$ cat src/shared/alias_tags_pkg.sv
// What this block does
// - narrow simd registers share floating stack storage
// - narrow simd reference sets all tag valid bits
// - empty-state instruction clears all tag valid bits
// - float op with all tags set raises overflow
// - narrow simd ops use the shared state
// - wide set is separate, tags untouched
// - unaligned wide reference raises alignment exception
// - unaligned wide move is exempt from alignment
// - unaligned narrow reference completes, maybe slower
// - type-mismatched wide data still gives same result
`default_nettype none
package alias_tags_pkg;
   localparam int NUM_REGS = 8;
   localparam int IDX_W = 3;
   localparam int NARROW_W = 64;
   localparam int FP_W = 80;
   localparam int WIDE_W = 128;
   localparam int ADDR_W = 32;
   localparam logic [7:0] TAGS_RESET = 8'h00;
   localparam logic [3:0] WIDE_ALIGN_MASK = 4'hf;
   localparam logic [2:0] NARROW_ALIGN_MASK = 3'h7;
   localparam logic [5:0] LINE_OFS_MASK = 6'h3f;
   localparam logic [5:0] NARROW_LAST_OFS = 6'h38;
   localparam logic [15:0] NARROW_EXP_ONES = 16'hffff;
   typedef enum logic [2:0] {
      OP_NONE, OP_FP_WRITE, OP_NARROW_WRITE, OP_NARROW_REF, OP_EMPTY,
      OP_WIDE_WRITE, OP_WIDE_MEM, OP_WIDE_MEM_UNALIGNED
   } op_t;
endpackage : alias_tags_pkg
`default_nettype wire

$ cat src/verilog/simd_fp_register_alias_tags.sv
`default_nettype none
module simd_fp_register_alias_tags (
   input wire logic clk,
   input wire logic srst,
   input wire logic ce,
   input wire logic op_valid,
   input wire alias_tags_pkg::op_t op_code,
   input wire logic op_fp_use,
   input wire logic [alias_tags_pkg::IDX_W-1:0] op_index,
   input wire logic [alias_tags_pkg::WIDE_W-1:0] op_data,
   input wire logic [alias_tags_pkg::ADDR_W-1:0] op_addr,
   input wire logic [alias_tags_pkg::IDX_W-1:0] rd_index,
   output logic [alias_tags_pkg::FP_W-1:0] fp_rd_data,
   output logic [alias_tags_pkg::NARROW_W-1:0] narrow_rd_data,
   output logic [alias_tags_pkg::WIDE_W-1:0] wide_rd_data,
   output logic [alias_tags_pkg::NUM_REGS-1:0] tag_valid,
   output logic stack_overflow,
   output logic align_fault,
   output logic line_split
);
   // shared 80-bit storage; the narrow view is the low 64 bits
   logic [alias_tags_pkg::FP_W-1:0] fp_reg [alias_tags_pkg::NUM_REGS];
   logic [alias_tags_pkg::FP_W-1:0] fp_next [alias_tags_pkg::NUM_REGS];
   logic [alias_tags_pkg::WIDE_W-1:0] wide_reg [alias_tags_pkg::NUM_REGS];
   logic [alias_tags_pkg::WIDE_W-1:0] wide_next [alias_tags_pkg::NUM_REGS];
   logic [alias_tags_pkg::NUM_REGS-1:0] tag_reg, tag_next;
   logic ovf_reg, ovf_next, align_reg, align_next, split_reg, split_next;
   logic [alias_tags_pkg::FP_W-1:0] fp_rd_reg, fp_rd_next;
   logic [alias_tags_pkg::NARROW_W-1:0] nar_rd_reg, nar_rd_next;
   logic [alias_tags_pkg::WIDE_W-1:0] wide_rd_reg, wide_rd_next;
   logic go, narrow_op, wide_mem_bad;

   assign go = ce & op_valid;
   assign narrow_op = (op_code == alias_tags_pkg::OP_NARROW_WRITE) ||
                      (op_code == alias_tags_pkg::OP_NARROW_REF);
   // only the aligning form of a wide memory reference checks the address
   assign wide_mem_bad = (op_code == alias_tags_pkg::OP_WIDE_MEM) &&
      ((op_addr[3:0] & alias_tags_pkg::WIDE_ALIGN_MASK) != 4'h0);

   // per entry, float and narrow views write the same 80-bit flops; the wide view has its own register
   for (genvar i = 0; i < alias_tags_pkg::NUM_REGS; i++) begin : g_ent
      always_comb begin
         fp_next[i] = fp_reg[i];
         wide_next[i] = wide_reg[i];
         if (go && int'(op_index) == i) begin
            case (op_code)
               alias_tags_pkg::OP_FP_WRITE: begin
                  fp_next[i] = op_data[alias_tags_pkg::FP_W-1:0];
               end
               alias_tags_pkg::OP_NARROW_WRITE: begin
                  // exponent forced to ones, as the float view then sees it
                  fp_next[i] = {alias_tags_pkg::NARROW_EXP_ONES,
                     op_data[alias_tags_pkg::NARROW_W-1:0]};
               end
               alias_tags_pkg::OP_WIDE_WRITE,
               alias_tags_pkg::OP_WIDE_MEM_UNALIGNED: begin
                  // raw bits kept whatever the type, so mixed use is exact
                  wide_next[i] = op_data;
               end
               alias_tags_pkg::OP_WIDE_MEM: begin
                  if (!wide_mem_bad) begin
                     wide_next[i] = op_data;
                  end
               end
               default: begin
               end
            endcase
         end
      end
      always_ff @(posedge clk) begin
         if (srst) begin
            fp_reg[i] <= '0;
            wide_reg[i] <= '0;
         end else if (ce) begin
            fp_reg[i] <= fp_next[i];
            wide_reg[i] <= wide_next[i];
         end
      end
   end

   // tag word and event flags; flags are one-cycle pulses per operation
   always_comb begin
      tag_next = tag_reg;
      ovf_next = 1'b0;
      align_next = 1'b0;
      split_next = 1'b0;
      if (go) begin
         // overflow judged on the tags before this op updates them
         if (op_fp_use && !narrow_op && tag_reg == '1) begin
            ovf_next = 1'b1;
         end
         if (narrow_op) begin
            tag_next = '1;
            // unaligned narrow access is never faulted, only flagged slow when it crosses the line end
            split_next = (op_addr[2:0] & alias_tags_pkg::NARROW_ALIGN_MASK)
               != 3'h0 && (op_addr[5:0] & alias_tags_pkg::LINE_OFS_MASK)
               > alias_tags_pkg::NARROW_LAST_OFS;
         end else if (op_code == alias_tags_pkg::OP_EMPTY) begin
            tag_next = '0;
         end
         // wide ops leave the tag word alone
         align_next = wide_mem_bad;
      end
   end

   // registered read port; narrow view reads the shared storage
   always_comb begin
      fp_rd_next = fp_reg[rd_index];
      nar_rd_next = fp_reg[rd_index][alias_tags_pkg::NARROW_W-1:0];
      wide_rd_next = wide_reg[rd_index];
   end

   // tag word on its own, so reset and freeze of the stack state are plain
   always_ff @(posedge clk) begin
      if (srst) begin
         tag_reg <= alias_tags_pkg::TAGS_RESET;
      end else if (ce) begin
         tag_reg <= tag_next;
      end
   end

   // event pulses; held, not dropped, while ce is low
   always_ff @(posedge clk) begin
      if (srst) begin
         ovf_reg <= 1'b0;
         align_reg <= 1'b0;
         split_reg <= 1'b0;
      end else if (ce) begin
         ovf_reg <= ovf_next;
         align_reg <= align_next;
         split_reg <= split_next;
      end
   end

   // read port registers; one cycle of latency buys a flop-driven output
   always_ff @(posedge clk) begin
      if (srst) begin
         fp_rd_reg <= '0;
         nar_rd_reg <= '0;
         wide_rd_reg <= '0;
      end else if (ce) begin
         fp_rd_reg <= fp_rd_next;
         nar_rd_reg <= nar_rd_next;
         wide_rd_reg <= wide_rd_next;
      end
   end

   assign tag_valid = tag_reg;
   assign stack_overflow = ovf_reg;
   assign align_fault = align_reg;
   assign line_split = split_reg;
   assign fp_rd_data = fp_rd_reg;
   assign narrow_rd_data = nar_rd_reg;
   assign wide_rd_data = wide_rd_reg;
endmodule : simd_fp_register_alias_tags
`default_nettype wire
$ cat config.mk
export PLATFORM = sky130hd
export DESIGN_NAME = simd_fp_register_alias_tags
export DESIGN_NICKNAME = d
export VERILOG_FILES = /design/src/shared/alias_tags_pkg.sv /design/src/verilog/simd_fp_register_alias_tags.sv
export SDC_FILE = /design/constraint.sdc
export NUM_CORES = 2
export LEC_CHECK = 0
export ABC_AREA = 1
export ABC_CLOCK_PERIOD_IN_PS = 15000
export BUFFER_PORTS_ARGS = -buffer_cell sky130_fd_sc_hd__buf_2
export CAP_MARGIN = 15
export CORE_AREA = 2 2 314 471
export CTS_BUF_LIST = sky130_fd_sc_hd__clkbuf_8 sky130_fd_sc_hd__clkbuf_16
export DETAILED_ROUTE_END_ITERATION = 16
export DIE_AREA = 0 0 316 473
export GPL_ROUTABILITY_DRIVEN = 0
export HOLD_SLACK_MARGIN = 0.06
export PLACE_DENSITY = 0.76
export REMOVE_ABC_BUFFERS = 1
export SLEW_MARGIN = 5
export SYNTH_ARGS = -nofsm -noshare
export SYNTH_HDL_FRONTEND = slang
export SYNTH_SLANG_ARGS = --single-unit
$ cat constraint.sdc
create_clock -name clk -period 15 [get_ports clk]
set_input_delay 3 -clock clk [delete_from_list [all_inputs] [get_ports clk]]
set_output_delay 3 -clock clk [all_outputs]
set_load 0.05 [all_outputs]
Word level (Yosys, flattened, before mapping):

Memories as Yosys holds them, arrays and structs flattened. A register that Yosys moved wholly into a read port is not among the register bits.
Cells that the tools add are included.

* $lt $le $gt $ge: 1
* equal/unequal tests: 55
* multiplexer cells: 68
* bitwise gates (word level): 17
* reductions and logical operators: 36

Operators by type and width (number)
* 128-bit two-way mux: 24
* 128-bit one-hot mux with 2 select lines: 8
* 80-bit two-way mux: 16
* 80-bit one-hot mux with 2 select lines: 8
* 3-bit != test, second input constant: 24
* 4-bit AND reduction: 8
* 3-bit AND reduction: 9
* 3-bit == test, second input constant: 8
* 8-bit two-way mux: 2
* 1-bit != test, second input constant: 16
* 1-bit OR: 16
* 3-bit by 2-bit == test with 1-bit output, second input constant: 4
* 1-bit logical AND: 12
* 1-bit two-way mux: 10
* 8-bit == test, second input constant: 1
* 3-bit by 1-bit == test with 1-bit output, second input constant: 2
* 6-bit greater-than comparator, second input constant: 1
* 4-bit nonzero test: 1
* 3-bit logical NOT: 1
* 3-bit nonzero test: 1
* 2-bit nonzero test: 1
* 2-bit OR reduction: 1
* 1-bit bitwise AND: 1
* 1-bit logical NOT: 1
* 1-bit logical OR: 1

* bits in registers: 155
* bits in writable memories: 1664
* input port bits: 174
* output and inout port bits: 283
* memories: 2

Memory list
* wide_reg: words 8, bits a word 128, rd ports 1, clocked after Yosys merged registers in 1, wr ports 8, RTL line simd_fp_register_alias_tags.sv:24 `logic [alias_tags_pkg::WIDE_W-1:0] wide_reg [alias_tags_pkg::NUM_REGS];`
* fp_reg: words 8, bits a word 80, rd ports 1, clocked after Yosys merged registers in 0, wr ports 8, RTL line simd_fp_register_alias_tags.sv:22 `logic [alias_tags_pkg::FP_W-1:0] fp_reg [alias_tags_pkg::NUM_REGS];`

Logic depth before layout (Yosys ltp):

* depth after elaboration: 7
* mapped depth: 10
* depth with buffers taken out: 6

Worst setup path after synthesis:

No wires, ideal clock.

* path kind: input to register
* start: input srst
* end: memory wide_reg[2][0] (netlist bit) (enable)
* data arrival time: 12676 ps
* data required time: 14208 ps
* slack: 1532 ps
* stages on the path: 7
* path buffers: 2
* cell sequence: buf_2 inv_2 nand2_1 inv_2 nand3_1 buf_2 o21ai_0

RTL lines
* start: declaration: RTL line simd_fp_register_alias_tags.sv:4 `input wire logic srst,`
* end: declaration: RTL line simd_fp_register_alias_tags.sv:24

==> impl_summary.txt <==
----------------------------------------------------
[Clock tree]
  Cell at the root of the clock tree ... sky130_fd_sc_hd__clkbuf_16
  Number of levels in the clock H-tree ... 4
  Num CTS Buffers ... roughly 170
  Clock-pin slew reported for the worst setup and hold paths after clock tree synthesis ... 0.06 ns
  Post-cts repair resize count ... 0
  TritonCTS clock tree ... yes
  Worst-case clock buffer depth ... 3
  Worst-skew pair later-pin latency ... 0.83 ns
  Post-CTS Hold Buffers ... 0
  Post CTS Setup Buffer Count ... 0
  TritonCTS Sinks ... 1876

[Synth]
  Number of distinct library cells after synthesis ... 18
  Main combinational cell family by area after synthesis ... simple AND/OR/NAND/NOR gates
  Synth Area in Simple Gates ... about a quarter
  Post-synthesis compound-gate area fraction ... 2.45%
  Yosys warnings ... 0
  Gate count after technology mapping ... 9737
  Yosys reg bits ... 1876
  Synthesized-area fraction occupied by adder cells ... 0%
  Sequential share of the synthesized area ... 62.5%
  Area of the mapped netlist ... 86800 um2
  Fraction of synthesized cell area in xor and xnor cells ... 0%
  Mean Syn Cell Area ... 8.91 um2
  Mux share of post-synthesis cell area ... 0%

[Floorplan]
  Vertical die dimension ... about 470 um
  Starting Density ... about 60%
  Rows ... between 150 and 200
  Ports placed on the boundary ... between 400 and 500
  Width of the die ... about 320 um
  Overall die area ... 149000 um2
  Floorplan core area ... 146000 um2

[Layout]
  Util after Layout ... 65.2%
  Ratio of cells with drive above 1 in the final layout ... ~8.3%
  Most common library cell in the layout ignoring fill and taps ... sky130_fd_sc_hd__nand2_1
  Filler Cell Count ... 11200
  Most frequent cells in the layout ... sky130_fd_sc_hd__nand2_1, sky130_fd_sc_hd__inv_1, sky130_fd_sc_hd__edfxtp_1
  Net total in the final layout ... 9853
  Cell area after layout ... around 95000 um2
  Area growth from synthesis to final layout ... 9.44%
  Flip-flop count of the largest register after layout ... roughly 1000

[Critical path]
  Critical Path End Type ... flip-flop
  Critical path start-end classification ... primary input to flip-flop
  Category of the worst setup path launch point ... primary input
  Arrival time worst endpoint ... between 7 and 8 ns
  Maximum fanout count along the critical path ... 92
  Worst EP required ... between 15 and 20 ns
  Reg-to-reg setup timing slack ... 13.71 ns

[Routing]
  Drt via density ... 5.70
  Residual DRC count ... 0
  Number of detailed-routing iterations run before antenna repair ... 6
  Average wire per standard cell ... 21.0 um
  Total via count in the routed design ... 66900
  Detailed Route Iter0 Violations ... between 7000 and 8000
  Number of nets still failing antenna checks after routing ... 0
  Routed Wire Length ... 246 mm

[GRT]
  All-layer global routing usage ... between 30% and 40%
  Global-route wire length before repair ... 371 mm
  Residual overflow from global routing ... 0
  Largest net degree at the start of global routing ... between 200 and 250
  Number of antenna violations at the first check in global routing ... 11
  Via count of the first global-routing pass ... between 60000 and 70000

[Timing]
  RSZ-0062 raised after global routing ... false
  Hold Fails Final Rpt ... 0
  Relative slew slack ... 3.30%
  Share of the cycle needed by the critical path after routing ... 48.5%
  Worst Tran Pin Value ... between 1 and 1.5 ns
  Count of pins over their slew limit ... 0
  Final worst path period need ... slightly above 7 ns
  Max Freq ... 137 MHz
  Clock Skews ... ~0.029 ns
  Final setup viols ... 0

[Power and ir drop]
  Power Dens Cells ... ~120 nW/um2
  Power after layout ... 11.8 mW
  Leakage Power ... 43.6 nW
  Maximum vdd ir drop ... 0.111 mV

[Run]
  Max-cap violation count ... 0

[Worst hold path]
  Min-delay worst type ... flip-flop to flip-flop

[Place]
  HPWL Detailed ... 127 mm
  Number of input and output port buffers inserted ... 430
  Placed Instance Area ... 89200 um2

[Run status]
  Result of the run ... completed

----------------------------------------------------
metal layers:
layer	wire, um	vias up	global-route usage [%]
li1	-	30600	-
met1	85900	31700	39.8
met2	123000	3949	56.6
met3	26300	740	5.59
met4	10800	12	15.3
met5	80	-	0
area by class of cell:
cell class                      count  area [um2]  share of cell area (%)
Tap cell                         1914        2390                    2.52
Sequential cell                  1876       54200                    57.1
Clock buffer                      197        4720                    4.96
Clock inverter                    125        1100                    1.15
Timing Repair Buffer              515        2960                    3.11
Antenna cell                        2        5.00                 0.00527
Inverter                         1820        6860                    7.22
Multi-Input combinational cell   5293       22800                    24.0
logic make-up (layout without fill, tap and decap cells):
logic type      Yosys count  count (layout)
buf+inv                2568            2657
simple gates           4868            4868
compound gates          425             425
flops                  1876            1876
other cells               0               2
report_power, final:
group | internal, mW | switching, mW
clock network | 2.57 | 1.95
logic | 0.266 | 0.947
registers | 5.96 | 0.0980
critical path: stages:
cell and delay, ns:
sky130_fd_sc_hd__buf_8 0.33, sky130_fd_sc_hd__nand2_1 0.18, sky130_fd_sc_hd__inv_2 0.28, sky130_fd_sc_hd__nand2_1 0.16, sky130_fd_sc_hd__nor3_1 0.51, sky130_fd_sc_hd__nand3_4 0.57
sky130_fd_sc_hd__nand2_4 0.78, sky130_fd_sc_hd__buf_4 0.99, sky130_fd_sc_hd__buf_4 0.73
final timing paths:
kind | startpoint | endpoint | depth (start not counted)
max | ce | wide_reg[7][54]$_SDFFCE_PN0P_ | 9
min | stack_overflow$_SDFFE_PP0P_ | stack_overflow$_SDFFE_PP0P_ | 2
max reg2reg | fp_reg[5][47]$_SDFFCE_PN0P_ | fp_rd_data[47]$_SDFFE_PP0P_ | 6
min reg2reg | stack_overflow$_SDFFE_PP0P_ | stack_overflow$_SDFFE_PP0P_ | 2
per-stage QoR:
stage | hold slack, ns | instances | setup WS [ns] | TNS (ns)
6_report | 0.467 | 11700 | 7.72 | 0
5_1_grt | 0.499 | 11700 | 7.56 | 0
4_1_cts | 0.468 | 11700 | 7.79 | 0
3_5_place_dp | 0.457 | 11400 | 6.92 | 0
3_3_place_gp | 0.455 | 11400 | 6.98 | 0
2_1_floorplan | 0.663 | 8989 | -9.98 | -3833.80
cell usage after synthesis (all sizes together):
cell | instances | area share [%]
nand2 | 1922 | 8.3
inv | 1804 | 7.8
edfxtp | 1664 | 58
nor2 | 1290 | 5.6
nand3 | 1262 | 7.3
clkbuf | 455 | 2.0
nor3 | 388 | 2.2
buf | 293 | 1.8
a21oi | 214 | 1.2
dfxtp | 212 | 4.9
o21ai | 211 | 1.2
clkinv | 16 | 0.069
nand4 | 5 | 0.036
or2 | 1 | 0.0072
Note: power is estimated with default switching activity, not from simulation.
